<file path="config.mk">
export PLATFORM = sky130hd
export DESIGN_NAME = mmlc_top
export DESIGN_NICKNAME = d
export VERILOG_FILES = /design/src/mmlc_pkg.sv /design/src/mmlc_top.sv
export SDC_FILE = /design/constraint.sdc
export NUM_CORES = 1
export LEC_CHECK = 0
export BUFFER_PORTS_ARGS = -buffer_cell sky130_fd_sc_hd__buf_2
export CAP_MARGIN = 20
export CORE_MARGIN = 1.5
export CORE_UTILIZATION = 60
export CTS_BUF_LIST = sky130_fd_sc_hd__clkbuf_2 sky130_fd_sc_hd__clkbuf_4 sky130_fd_sc_hd__clkbuf_8
export DETAILED_ROUTE_END_ITERATION = 10
export GPL_TIMING_DRIVEN = 0
export PLACE_DENSITY = 0.8
export REMOVE_ABC_BUFFERS = 1
export SKIP_LAST_GASP = 1
export SLEW_MARGIN = 40
export SYNTH_ARGS = -nofsm -noshare
export SYNTH_HDL_FRONTEND = slang
export SYNTH_SLANG_ARGS = --single-unit
</file>
<file path="constraint.sdc">
create_clock -name core_clk -period 6.3 [get_ports core_clk]
set_clock_uncertainty 0.1 [all_clocks]
set_input_delay 0.945 -clock core_clk [delete_from_list [all_inputs] [get_ports core_clk]]
set_output_delay 0.945 -clock core_clk [all_outputs]
set_load 0.01 [all_outputs]
</file>
<file path="src/mmlc_pkg.sv">
// shared constants, types and the reply text of the modem mode and led controller
`default_nettype none
package mmlc_pkg;

  // ----------------------------------------------------------------
  // timing
  // ----------------------------------------------------------------
  localparam int CLK_HZ    = 50_000_000;
  localparam int GUARD_MS  = 1000;
  localparam int GUARD_CYC = CLK_HZ / 1000 * GUARD_MS;
  localparam int CYCLE_MS  = 300;
  localparam int CYCLE_CYC = CLK_HZ / 1000 * CYCLE_MS;
  localparam int SYNC_WAIT = 2;

  // ----------------------------------------------------------------
  // register map (byte addresses) and reset values
  // ----------------------------------------------------------------
  localparam logic [4:0] OFF_CTRL   = 5'h00;
  localparam logic [4:0] OFF_STATUS = 5'h04;
  localparam logic [4:0] OFF_REGNUM = 5'h08;
  localparam logic [4:0] OFF_SIGSTR = 5'h0C;
  localparam logic [4:0] OFF_TXDATA = 5'h10;
  localparam logic [4:0] CTRL_RST   = 5'h00;
  localparam int ST_MODE    = 0;
  localparam int ST_SYNC    = 1;
  localparam int ST_FORCE   = 2;
  localparam int ST_CMDSEEN = 3;
  localparam int ST_CLASS   = 4;

  // ----------------------------------------------------------------
  // field encodings
  // ----------------------------------------------------------------
  typedef enum logic [1:0] {
    UNIT_PRIMARY   = 2'h0,
    UNIT_SECONDARY = 2'h1,
    UNIT_STANDBY   = 2'h2,
    UNIT_REMOTE    = 2'h3
  } mmlc_unit_e;
  localparam logic [1:0] HS_ALT1 = 2'h1;
  localparam logic [7:0] SIG_TH1 = 8'h40;
  localparam logic [7:0] SIG_TH2 = 8'h80;
  localparam logic [7:0] SIG_TH3 = 8'hC0;

  typedef struct packed {
    logic [1:0] handshake_alternate_option;
    logic       serial_channel_mode_setting;
    mmlc_unit_e unit;
  } mmlc_ctrl_s;

  typedef struct packed {
    logic       rs485;
    logic       tx;
    logic       rx;
    logic [2:0] signal_strength_bar;
  } mmlc_led_s;

  typedef enum logic {MODE_DATA = 1'b0, MODE_CMD = 1'b1} mmlc_mode_e;
  typedef enum logic [1:0] {
    ESC_IDLE = 2'b00,
    ESC_PLUS = 2'b01,
    ESC_POST = 2'b11
  } mmlc_esc_e;
  typedef enum logic [2:0] {
    CMD_NONE   = 3'h0,
    CMD_ANSWER = 3'h1,
    CMD_STORE  = 3'h2,
    CMD_VIEW   = 3'h3,
    CMD_QUERY  = 3'h4,
    CMD_HELP   = 3'h5,
    CMD_OTHER  = 3'h6
  } mmlc_cmd_e;

  // ----------------------------------------------------------------
  // characters
  // ----------------------------------------------------------------
  localparam logic [7:0] CH_PLUS  = 8'h2B;
  localparam logic [7:0] CH_CR    = 8'h0D;
  localparam logic [7:0] CH_LF    = 8'h0A;
  localparam logic [7:0] CH_A     = 8'h41;
  localparam logic [7:0] CH_T     = 8'h54;
  localparam logic [7:0] CH_S     = 8'h53;
  localparam logic [7:0] CH_AMP   = 8'h26;
  localparam logic [7:0] CH_W     = 8'h57;
  localparam logic [7:0] CH_V     = 8'h56;
  localparam logic [7:0] CH_EQ    = 8'h3D;
  localparam logic [7:0] CH_Q     = 8'h3F;
  localparam logic [7:0] CH_SLASH = 8'h2F;
  localparam logic [7:0] CH_0     = 8'h30;
  localparam logic [7:0] CH_9     = 8'h39;

  localparam logic [4:0] REPLY_LEN = 5'h12;
  localparam logic [8*18-1:0] REPLY_TEXT =
    {8'h0D, 8'h0A, 8'h4E, 8'h4F, 8'h20, 8'h43, 8'h41, 8'h52, 8'h52,
     8'h49, 8'h45, 8'h52, 8'h0D, 8'h0A, 8'h4F, 8'h4B, 8'h0D, 8'h0A};

  function automatic logic [7:0] reply_char(input logic [4:0] idx);
    reply_char = REPLY_TEXT[8*(17-int'(idx)) +: 8];
  endfunction

endpackage
`default_nettype wire

</file>
<file path="src/mmlc_top.sv">
// modem mode controller: escape and command decode, led driver, register slave
// ----------------------------------------------------------------
// ----------------------------------------------------------------
`timescale 1ns/1ps
`default_nettype none

module mmlc_fifo #(
  parameter int W = 8,
  parameter int D = 8
) (
  // clock and control
  input  wire logic         core_clk,
  input  wire logic         arst_n,
  input  wire logic         clk_en,
  // fill side
  input  wire logic         in_valid,
  input  wire logic [W-1:0] in_data,
  output logic              in_ready,
  // drain side
  output logic              out_valid,
  output logic [W-1:0]      out_data,
  input  wire logic         out_ready
);
  localparam int AW = $clog2(D);
  logic [W-1:0]  mem_r [D];
  logic [AW-1:0] wr_r;
  logic [AW-1:0] rd_r;
  logic [AW:0]   cnt_r;
  logic          push;
  logic          pop;

  assign in_ready  = (cnt_r != (AW+1)'(D));
  assign out_valid = (cnt_r != '0);
  assign out_data  = mem_r[rd_r];
  assign push      = in_valid && in_ready;
  assign pop       = out_valid && out_ready;

  always_ff @(posedge core_clk) begin
    if (clk_en && push) begin
      mem_r[wr_r] <= in_data;
    end
  end

  always_ff @(posedge core_clk or negedge arst_n) begin
    if (!arst_n) begin
      wr_r  <= '0;
      rd_r  <= '0;
      cnt_r <= '0;
    end else if (clk_en) begin
      if (push) begin
        wr_r <= (wr_r == AW'(D-1)) ? '0 : AW'(wr_r + 1'b1);
      end
      if (pop) begin
        rd_r <= (rd_r == AW'(D-1)) ? '0 : AW'(rd_r + 1'b1);
      end
      cnt_r <= (AW+1)'(cnt_r + push - pop);
    end
  end
endmodule

module mmlc_top import mmlc_pkg::*; #(
  parameter int unsigned GUARD_CYCLES = GUARD_CYC,
  parameter int unsigned CYCLE_CYCLES = CYCLE_CYC,
  parameter int          FIFO_DEPTH   = 8
) (
  // clock and control
  input  wire logic        core_clk,
  input  wire logic        arst_n,
  input  wire logic        clk_en,
  // avalon-mm slave
  input  wire logic [4:0]  avs_address,
  input  wire logic        avs_read,
  input  wire logic        avs_write,
  input  wire logic [31:0] avs_writedata,
  output logic [31:0]      avs_readdata,
  output logic             avs_waitrequest,
  // host serial bytes
  input  wire logic        ser_rx_valid,
  input  wire logic [7:0]  ser_rx_data,
  output logic             ser_rx_ready,
  output logic             ser_tx_valid,
  output logic [7:0]       ser_tx_data,
  input  wire logic        ser_tx_ready,
  // radio bytes and link state
  output logic             rf_tx_valid,
  output logic [7:0]       rf_tx_data,
  input  wire logic        rf_tx_ready,
  input  wire logic        rf_rx_valid,
  input  wire logic [7:0]  rf_rx_data,
  output logic             rf_rx_ready,
  input  wire logic        rf_transmitting,
  input  wire logic        rf_synced,
  input  wire logic        rf_rx_busy,
  input  wire logic        rf_pkt_ok,
  input  wire logic [7:0]  rf_pkt_level,
  // pins and status
  input  wire logic        cfg_button_n,
  output var mmlc_led_s    leds,
  output logic             serial_default,
  output logic             nv_store
);
  // ----------------------------------------------------------------
  // state
  // ----------------------------------------------------------------
  mmlc_mode_e  mode_r;
  mmlc_esc_e   esc_r;
  mmlc_ctrl_s  ctrl_r;
  mmlc_cmd_e   cls_r;
  mmlc_cmd_e   cls_nxt;
  logic        btn_s1_r, btn_s2_r, force_r, boot_done_r;
  logic [1:0]  boot_cnt_r, plus_cnt_r, flush_cnt_r;
  logic [31:0] sil_r, cyc_cnt_r;
  logic        sil_full, esc_break, esc_done, rx_take;
  logic        f_in_valid, f_in_ready, f_out_valid, f_out_ready;
  logic [7:0]  f_in_data, f_out_data, ch;
  logic        cmd_take, cmd_evt, cmd_seen_r;
  logic [3:0]  pos_r;
  logic        at_ok_r;
  logic [7:0]  c2_r, c3_r, prev_r, last_r;
  logic [9:0]  num_r, regnum_r;
  logic        rply_act_r;
  logic [4:0]  rply_idx_r;
  logic        tx_v_r, tx_load, sw_tx_req, sw_take;
  logic [7:0]  tx_d_r;
  logic        ack_r, req, sel_tx, wr_fire;
  logic [7:0]  lvl_r [4];
  logic [9:0]  lvl_sum;
  logic [7:0]  sig_r;
  logic        got_valid_r, link_ok;
  logic [2:0]  cyc_sel_r, bar_lvl;
  mmlc_led_s   led_nxt;

  // ----------------------------------------------------------------
  // config button and boot
  // ----------------------------------------------------------------
  always_ff @(posedge core_clk or negedge arst_n) begin
    if (!arst_n) begin
      btn_s1_r <= 1'b1;
      btn_s2_r <= 1'b1;
    end else if (clk_en) begin
      btn_s1_r <= cfg_button_n;
      btn_s2_r <= btn_s1_r;
    end
  end

  // button level is caught only once the synchroniser holds real samples
  always_ff @(posedge core_clk or negedge arst_n) begin
    if (!arst_n) begin
      boot_cnt_r  <= '0;
      boot_done_r <= 1'b0;
    end else if (clk_en && !boot_done_r) begin
      boot_cnt_r  <= 2'(boot_cnt_r + 1'b1);
      boot_done_r <= (boot_cnt_r == 2'(SYNC_WAIT));
    end
  end

  // ----------------------------------------------------------------
  // mode
  // ----------------------------------------------------------------
  always_ff @(posedge core_clk or negedge arst_n) begin
    if (!arst_n) begin
      mode_r  <= MODE_DATA;
      force_r <= 1'b0;
    end else if (clk_en) begin
      if (!boot_done_r && boot_cnt_r == 2'(SYNC_WAIT) && !btn_s2_r) begin
        mode_r  <= MODE_CMD;
        force_r <= 1'b1;
      end else if (esc_done) begin
        mode_r <= MODE_CMD;
      end else if (cmd_evt && cls_nxt == CMD_ANSWER) begin
        mode_r  <= MODE_DATA;
        force_r <= 1'b0;
      end
    end
  end
  assign serial_default = force_r;

  // ----------------------------------------------------------------
  // escape detector in front of the fifo
  // ----------------------------------------------------------------
  assign rx_take   = ser_rx_valid && ser_rx_ready;
  assign sil_full  = (sil_r >= GUARD_CYCLES);
  assign esc_break = (mode_r == MODE_DATA) && (esc_r != ESC_IDLE)
                     && ser_rx_valid
                     && (ser_rx_data != CH_PLUS || esc_r == ESC_POST);
  assign esc_done  = (mode_r == MODE_DATA) && (esc_r == ESC_POST)
                     && sil_full;
  // the breaking byte waits until the held pluses are flushed ahead of it
  assign ser_rx_ready = f_in_ready && (flush_cnt_r == '0) && !esc_break;

  always_ff @(posedge core_clk or negedge arst_n) begin
    if (!arst_n) begin
      sil_r <= '0;
    end else if (clk_en) begin
      if (rx_take) begin
        sil_r <= '0;
      end else if (!sil_full) begin
        sil_r <= sil_r + 32'd1;
      end
    end
  end

  always_ff @(posedge core_clk or negedge arst_n) begin
    if (!arst_n) begin
      esc_r       <= ESC_IDLE;
      plus_cnt_r  <= '0;
      flush_cnt_r <= '0;
    end else if (clk_en) begin
      if (flush_cnt_r != '0 && f_in_ready) begin
        flush_cnt_r <= 2'(flush_cnt_r - 1'b1);
      end
      if (mode_r != MODE_DATA || esc_done) begin
        esc_r      <= ESC_IDLE;
        plus_cnt_r <= '0;
      end else if (esc_break) begin
        esc_r       <= ESC_IDLE;
        flush_cnt_r <= plus_cnt_r;
        plus_cnt_r  <= '0;
      end else if (rx_take && ser_rx_data == CH_PLUS) begin
        unique case (esc_r)
          ESC_IDLE: begin
            if (sil_full) begin
              esc_r      <= ESC_PLUS;
              plus_cnt_r <= 2'h1;
            end
          end
          ESC_PLUS: begin
            plus_cnt_r <= 2'(plus_cnt_r + 1'b1);
            if (plus_cnt_r == 2'h2) begin
              esc_r <= ESC_POST;
            end
          end
          ESC_POST: esc_r <= ESC_POST;
        endcase
      end
    end
  end

  always_comb begin
    f_in_valid = 1'b0;
    f_in_data  = ser_rx_data;
    if (flush_cnt_r != '0) begin
      f_in_valid = 1'b1;
      f_in_data  = CH_PLUS;
    end else if (rx_take) begin
      f_in_valid = (mode_r == MODE_CMD) || (ser_rx_data != CH_PLUS)
                   || (esc_r == ESC_IDLE && !sil_full);
    end
  end

  mmlc_fifo #(.W(8), .D(FIFO_DEPTH)) u_fifo (
    .core_clk  (core_clk),
    .arst_n    (arst_n),
    .clk_en    (clk_en),
    .in_valid  (f_in_valid),
    .in_data   (f_in_data),
    .in_ready  (f_in_ready),
    .out_valid (f_out_valid),
    .out_data  (f_out_data),
    .out_ready (f_out_ready)
  );

  // fifo drains to the air in data mode and to the decoder otherwise
  assign rf_tx_valid = f_out_valid && (mode_r == MODE_DATA);
  assign rf_tx_data  = f_out_data;
  assign f_out_ready = (mode_r == MODE_DATA) ? rf_tx_ready : 1'b1;
  assign cmd_take    = f_out_valid && (mode_r == MODE_CMD);
  assign ch          = f_out_data;

  // ----------------------------------------------------------------
  // command line decoder
  // ----------------------------------------------------------------
  assign cmd_evt = cmd_take && (ch == CH_CR) && (pos_r != '0);

  always_comb begin
    cls_nxt = CMD_OTHER;
    if (at_ok_r && pos_r == 4'h3 && c2_r == CH_A) begin
      cls_nxt = CMD_ANSWER;
    end else if (at_ok_r && pos_r == 4'h4 && c2_r == CH_AMP) begin
      if (c3_r == CH_W) begin
        cls_nxt = CMD_STORE;
      end else if (c3_r == CH_V) begin
        cls_nxt = CMD_VIEW;
      end
    end else if (at_ok_r && pos_r >= 4'h5 && c2_r == CH_S
                 && last_r == CH_Q) begin
      if (prev_r == CH_EQ) begin
        cls_nxt = CMD_QUERY;
      end else if (prev_r == CH_SLASH) begin
        cls_nxt = CMD_HELP;
      end
    end
  end

  always_ff @(posedge core_clk or negedge arst_n) begin
    if (!arst_n) begin
      pos_r   <= '0;
      at_ok_r <= 1'b0;
      c2_r    <= '0;
      c3_r    <= '0;
      prev_r  <= '0;
      last_r  <= '0;
      num_r   <= '0;
    end else if (clk_en && cmd_take) begin
      if (ch == CH_CR) begin
        pos_r <= '0;
        num_r <= '0;
      end else begin
        if (pos_r != 4'hF) begin
          pos_r <= 4'(pos_r + 1'b1);
        end
        if (pos_r == 4'h0) at_ok_r <= (ch == CH_A);
        if (pos_r == 4'h1) at_ok_r <= at_ok_r && (ch == CH_T);
        if (pos_r == 4'h2) c2_r <= ch;
        if (pos_r == 4'h3) c3_r <= ch;
        prev_r <= last_r;
        last_r <= ch;
        if (pos_r >= 4'h3 && ch >= CH_0 && ch <= CH_9) begin
          num_r <= 10'(num_r * 10'h00A + {6'h00, ch[3:0]});
        end
      end
    end
  end

  always_ff @(posedge core_clk or negedge arst_n) begin
    if (!arst_n) begin
      cls_r      <= CMD_NONE;
      regnum_r   <= '0;
      cmd_seen_r <= 1'b0;
      nv_store   <= 1'b0;
    end else if (clk_en) begin
      nv_store <= cmd_evt && cls_nxt == CMD_STORE;
      if (cmd_evt) begin
        cls_r      <= cls_nxt;
        regnum_r   <= num_r;
        cmd_seen_r <= 1'b1;
      end else if (wr_fire && avs_address == OFF_STATUS
                   && avs_writedata[ST_CMDSEEN]) begin
        cmd_seen_r <= 1'b0;
      end
    end
  end

  // ----------------------------------------------------------------
  // serial transmit: reply text, software bytes or radio data
  // ----------------------------------------------------------------
  assign tx_load      = !tx_v_r || ser_tx_ready;
  assign sw_take      = sw_tx_req && ((mode_r == MODE_DATA)
                        || (!rply_act_r && tx_load));
  assign rf_rx_ready  = (mode_r == MODE_DATA) ? tx_load : 1'b1;
  assign ser_tx_valid = tx_v_r;
  assign ser_tx_data  = tx_d_r;

  always_ff @(posedge core_clk or negedge arst_n) begin
    if (!arst_n) begin
      rply_act_r <= 1'b0;
      rply_idx_r <= '0;
    end else if (clk_en) begin
      if (esc_done || (!boot_done_r && boot_cnt_r == 2'(SYNC_WAIT)
                       && !btn_s2_r)) begin
        rply_act_r <= 1'b1;
        rply_idx_r <= '0;
      end else if (rply_act_r && tx_load) begin
        rply_idx_r <= 5'(rply_idx_r + 1'b1);
        rply_act_r <= (rply_idx_r != 5'(REPLY_LEN - 1'b1));
      end
    end
  end

  always_ff @(posedge core_clk or negedge arst_n) begin
    if (!arst_n) begin
      tx_v_r <= 1'b0;
      tx_d_r <= '0;
    end else if (clk_en && tx_load) begin
      tx_v_r <= 1'b0;
      if (mode_r == MODE_CMD && rply_act_r) begin
        tx_v_r <= 1'b1;
        tx_d_r <= reply_char(rply_idx_r);
      end else if (mode_r == MODE_CMD && sw_tx_req) begin
        tx_v_r <= 1'b1;
        tx_d_r <= avs_writedata[7:0];
      end else if (mode_r == MODE_DATA && rf_rx_valid) begin
        tx_v_r <= 1'b1;
        tx_d_r <= rf_rx_data;
      end
    end
  end

  // ----------------------------------------------------------------
  // avalon-mm slave
  // ----------------------------------------------------------------
  assign req             = avs_read || avs_write;
  assign sel_tx          = avs_write && (avs_address == OFF_TXDATA);
  assign sw_tx_req       = sel_tx && !ack_r;
  assign avs_waitrequest = req && !ack_r;
  assign wr_fire         = avs_write && ack_r;

  always_ff @(posedge core_clk or negedge arst_n) begin
    if (!arst_n) begin
      ack_r <= 1'b0;
    end else if (clk_en) begin
      ack_r <= !ack_r && req && (!sel_tx || sw_take);
    end
  end

  always_ff @(posedge core_clk or negedge arst_n) begin
    if (!arst_n) begin
      ctrl_r <= CTRL_RST;
    end else if (clk_en && wr_fire && avs_address == OFF_CTRL) begin
      ctrl_r <= avs_writedata[4:0];
    end
  end

  always_ff @(posedge core_clk or negedge arst_n) begin
    if (!arst_n) begin
      avs_readdata <= '0;
    end else if (clk_en && avs_read && !ack_r) begin
      unique case (avs_address)
        OFF_CTRL:   avs_readdata <= {27'h0000000, ctrl_r};
        OFF_STATUS: avs_readdata <= {25'h0000000, cls_r, cmd_seen_r,
                                     force_r, rf_synced, mode_r};
        OFF_REGNUM: avs_readdata <= {22'h000000, regnum_r};
        OFF_SIGSTR: avs_readdata <= {24'h000000, sig_r};
        default:    avs_readdata <= '0;
      endcase
    end
  end

  // ----------------------------------------------------------------
  // signal strength
  // ----------------------------------------------------------------
  assign lvl_sum = 10'(lvl_r[0]) + 10'(lvl_r[1]) + 10'(lvl_r[2])
                 + 10'(lvl_r[3]);

  always_ff @(posedge core_clk or negedge arst_n) begin
    if (!arst_n) begin
      lvl_r <= '{default: '0};
      sig_r <= '0;
    end else if (clk_en) begin
      if (rf_pkt_ok) begin
        lvl_r[0] <= rf_pkt_level;
        for (int i = 1; i < 4; i++) begin
          lvl_r[i] <= lvl_r[i-1];
        end
      end
      sig_r <= lvl_sum[9:2];
    end
  end

  assign bar_lvl = {sig_r >= SIG_TH3, sig_r >= SIG_TH2,
                    sig_r >= SIG_TH1};
  // a primary coordinator makes the sync, so it never waits for it
  assign link_ok = (ctrl_r.unit == UNIT_PRIMARY) || rf_synced;

  always_ff @(posedge core_clk or negedge arst_n) begin
    if (!arst_n) begin
      got_valid_r <= 1'b0;
    end else if (clk_en) begin
      if (rf_pkt_ok && link_ok) begin
        got_valid_r <= 1'b1;
      end else if (!link_ok) begin
        got_valid_r <= 1'b0;
      end
    end
  end

  // ----------------------------------------------------------------
  // leds
  // ----------------------------------------------------------------
  always_ff @(posedge core_clk or negedge arst_n) begin
    if (!arst_n) begin
      cyc_cnt_r <= '0;
      cyc_sel_r <= 3'h1;
    end else if (clk_en) begin
      if (link_ok || mode_r == MODE_CMD) begin
        cyc_cnt_r <= '0;
        cyc_sel_r <= 3'h1;
      end else if (cyc_cnt_r >= CYCLE_CYCLES - 1) begin
        cyc_cnt_r <= '0;
        cyc_sel_r <= {cyc_sel_r[1:0], cyc_sel_r[2]};
      end else begin
        cyc_cnt_r <= cyc_cnt_r + 32'd1;
      end
    end
  end

  always_comb begin
    led_nxt       = '0;
    led_nxt.rs485 = ctrl_r.serial_channel_mode_setting && !force_r
                    && ctrl_r.handshake_alternate_option == HS_ALT1;
    if (mode_r == MODE_CMD) begin
      led_nxt = '0;
    end else if (ctrl_r.unit == UNIT_PRIMARY) begin
      led_nxt.rx = rf_rx_busy && got_valid_r;
      led_nxt.tx = rf_transmitting;
      led_nxt.signal_strength_bar = bar_lvl;
    end else if (!rf_synced) begin
      led_nxt.signal_strength_bar = cyc_sel_r;
    end else begin
      led_nxt.rx = got_valid_r;
      led_nxt.tx = rf_transmitting;
      led_nxt.signal_strength_bar = bar_lvl;
    end
  end

  always_ff @(posedge core_clk or negedge arst_n) begin
    if (!arst_n) begin
      leds <= '0;
    end else if (clk_en) begin
      leds <= led_nxt;
    end
  end
endmodule
`default_nettype wire

</file>
==> summary.md <==
| Metric | Value |
|---|---|
| Status | finished, final reports clean |
| Fin. Hold Viols | 0 |
| Largest net degree at the start of global routing | 75 |
| First-pass GRT wire length | 53400 um |
| WL/cell | 17.7 um |
| Maximum vdd ir drop | 0.000354 V |
| Vias in the first global route | 10900 |
| Die width | 164 um |
| Most frequent cells in the layout | 226 x dfrtp_1, 115 x mux2_2, 98 x buf_2, 95 x nor2_1, 91 x nand2_1 |
| Drt first-iter violations | 752 |
| Crit start category | input port |
| Placed cell count | 1761 |
| Worst-path maximum fanout | 11 |
| Tightest Pin Transition | 0.822 ns |
| Die Ht | 164 um |
| Critical path type | in2reg |
| Post-CTS Hold Fix Bufs | 0 |
| P&R area growth vs syn | 11.8% |
| Power Density | 443 nW/um2 |
| Port bufs | 89 |
| Share of post-route cells with drive strength above 1 | 0.230 |
| Ports | 136 |
| Slew HR | 0.447 |
| Starting Density | 0.614 |
| Post-route ant nets | 0 |
| # Post-CTS Setup Buffers | 0 |
| Predominant post-synthesis flop cell | dfrtp_1 |
| Cts bufs inserted | 48 |
| Flops & latches, synth | 294 |
| Total track usage | 0.248 |
| Die area | 26900 um2 |
| Average vias per placed instance | 5.98 |
| Library cells used by synthesis | 82 |
| Cell count after synthesis | 1383 |
| Hold crit path type | in2async |
| Synth warnings | 0 |
| Final Instance Count excl. Fillers | 1852 |
| Pleak | 0.00769 uW |
| Grt ovf | 0 |
| Ys async rst share | 0.782 |
| # nets final | 1619 |
| Synthesized area per cell | 11.2 um2 |
| Most common cell after layout, fill and taps aside | dfrtp_1 |
| Critical path endpoint category | flip-flop |
| Via count | 11100 |
| CTS Sinks | 294 |
| DR pass1 iterations | 5 |
| Initial antenna violation count | 3 |
| RSZ-0062 raised after global routing | no |
| WP data required | 6.45 ns |
| Peak Freq | 0.249 GHz |
| Site Rows | 58 |
| Post_cts resized | 0 |
| Mapped Area | 15600 um2 |
| Sequential fraction of the synthesis area | 0.494 |
| Worst-path clk slew | 0.07 ns |
| Core Area | 25300 um2 |
| Clk root buf | clkbuf_8 |
| Fin crit share | 0.636 |
| Setup TNS Final | 0 ns |
| Post-synth EDFFs | 64 |
| Residual DRC | 0 |
| H-tree depth | 2 |
| Final Slew Violations | 0 |
| Crit path DAT | 4.16 ns |
| CTS tree | yes |
| Fin crit period | 4.01 ns |
| GPL Wtd Cong | 0.842 |
| CTS Buffer Depth | 3 |
| HPWL after DPL | 23100 um |
| Final setup violation count | 0 |
| Drt total wl | 32800 um |
| Clock Latency Late Sink | 0.55 ns |
| Max-Cap Viols | 0 |
==> routing by layer <==
metal,track usage,vias to the layer above,routed length [um]
met1,0.333,5541,14500
met4,0.0686,0,537
met5,0,-,0
li1,-,5218,-
met2,0.415,269,16200
met3,0.0442,49,1650
==> logic make-up after synthesis <==
group                    Yosys count  synth area share
AO/OA/AOI/OAI                    224             0.100
AND/OR/NAND/NOR                  448             0.152
other                              1          0.000241
buffers and inverters            141            0.0426
flip-flops                       294             0.494
multiplexers                     164             0.124
XOR/XNOR                          48            0.0270
adder cells (fa/ha/maj)           63            0.0599
==> registers in the layout, summed over array words and instances (netlist names), 6 cells and up <==
| name | cells |
|---|---|
| ser_tx_data | 8 |
| c2_r | 8 |
| c3_r | 8 |
| prev_r | 8 |
| sil_r | 32 |
| lvl_r | 32 |
| last_r | 8 |
| cyc_cnt_r | 32 |
| u_fifo.mem_r | 64 |
| sig_r | 8 |
| avs_readdata | 10 |
| num_r | 10 |
| leds | 6 |
| regnum_r | 10 |
==> area by class of cell <==
type	count	area (um2)
timing repair buffer	109	673
inverter	59	221
multi-input combinational	969	7370
clock inverter	10	51.3
fill	1801	7930
clock buffer	78	980
tap	330	413
sequential	294	7680
antenna	3	7.51
==> final timing paths <==
path	from	end	slack [ns]	depth (start not counted)
setup / recovery	ser_rx_data[4]	u_fifo.mem_r[4][6]	2.29	9
hold / removal	arst_n	lvl_r[24]	0.15	1
setup reg to reg	u_fifo.rd_r[0]	num_r[8]	2.68	10
hold reg to reg	boot_done_r	boot_done_r	0.38	1
max in group asynchronous	arst_n	btn_s1_r	4.90	3
min in group core_clk	boot_done_r	boot_done_r	0.38	1
==> through the flow <==
stage / power [uW] / util / hold slack, ns / area, um2 / worst slack (ns)
after floorplan: 5120 / - / 0.341 / 15200 / 2.46
after global placement: 5790 / 0.634 / 0.357 / 16100 / 0.0788
after detailed placement: 5990 / 0.646 / 0.365 / 16400 / 1.82
after CTS: 7750 / 0.686 / 0.131 / 17400 / 2.39
after global routing: 8280 / 0.687 / 0.136 / 17400 / 2.22
final: 7710 / 0.687 / 0.146 / 17400 / 2.29
==> power breakdown <==
group / internal (uW) / switching [uW] / leakage [uW]
Combinational: 1500 / 1660 / 0.00364
Clock: 982 / 740 / 0.000547
Sequential: 2410 / 419 / 0.00351
Total: 4890 / 2820 / 0.00769
==> synthesized netlist by cell type, types with 7 or more instances <==
cell | n | area share
a21o_1 | 11 | 0.0053
a21oi_1 | 37 | 0.012
a22oi_1 | 7 | 0.0034
and2_1 | 19 | 0.0076
and3_1 | 28 | 0.011
and4_1 | 7 | 0.0039
buf_1 | 8 | 0.0019
buf_4 | 23 | 0.011
clkbuf_1 | 43 | 0.010
dfrtp_1 | 227 | 0.37
edfxtp_1 | 64 | 0.12
fa_1 | 19 | 0.024
ha_1 | 44 | 0.035
inv_1 | 59 | 0.014
mux2_2 | 115 | 0.083
mux2i_1 | 38 | 0.024
nand2_1 | 92 | 0.022
nand2b_1 | 33 | 0.013
nand3_1 | 44 | 0.014
nand4_1 | 25 | 0.010
nor2_1 | 95 | 0.023
nor2b_1 | 9 | 0.0036
nor3_1 | 26 | 0.0084
nor4_1 | 14 | 0.0056
o21a_1 | 8 | 0.0039
o21ai_0 | 49 | 0.016
o22ai_1 | 9 | 0.0036
o2bb2ai_1 | 10 | 0.0056
o311ai_0 | 8 | 0.0045
o31ai_1 | 20 | 0.0097
or4_1 | 12 | 0.0058
xnor2_1 | 25 | 0.014
xor2_1 | 23 | 0.013
==> worst max-delay path: stages <==
cell     delay, ns
buf_2         0.11
nor4b_1       0.61
a41oi_1       0.25
o21ai_0       0.56
nand2_1       0.20
a221o_1       0.60
nor4_2        0.44
buf_2         0.26
buf_2         0.17
Power figures use the tool's default switching activity.
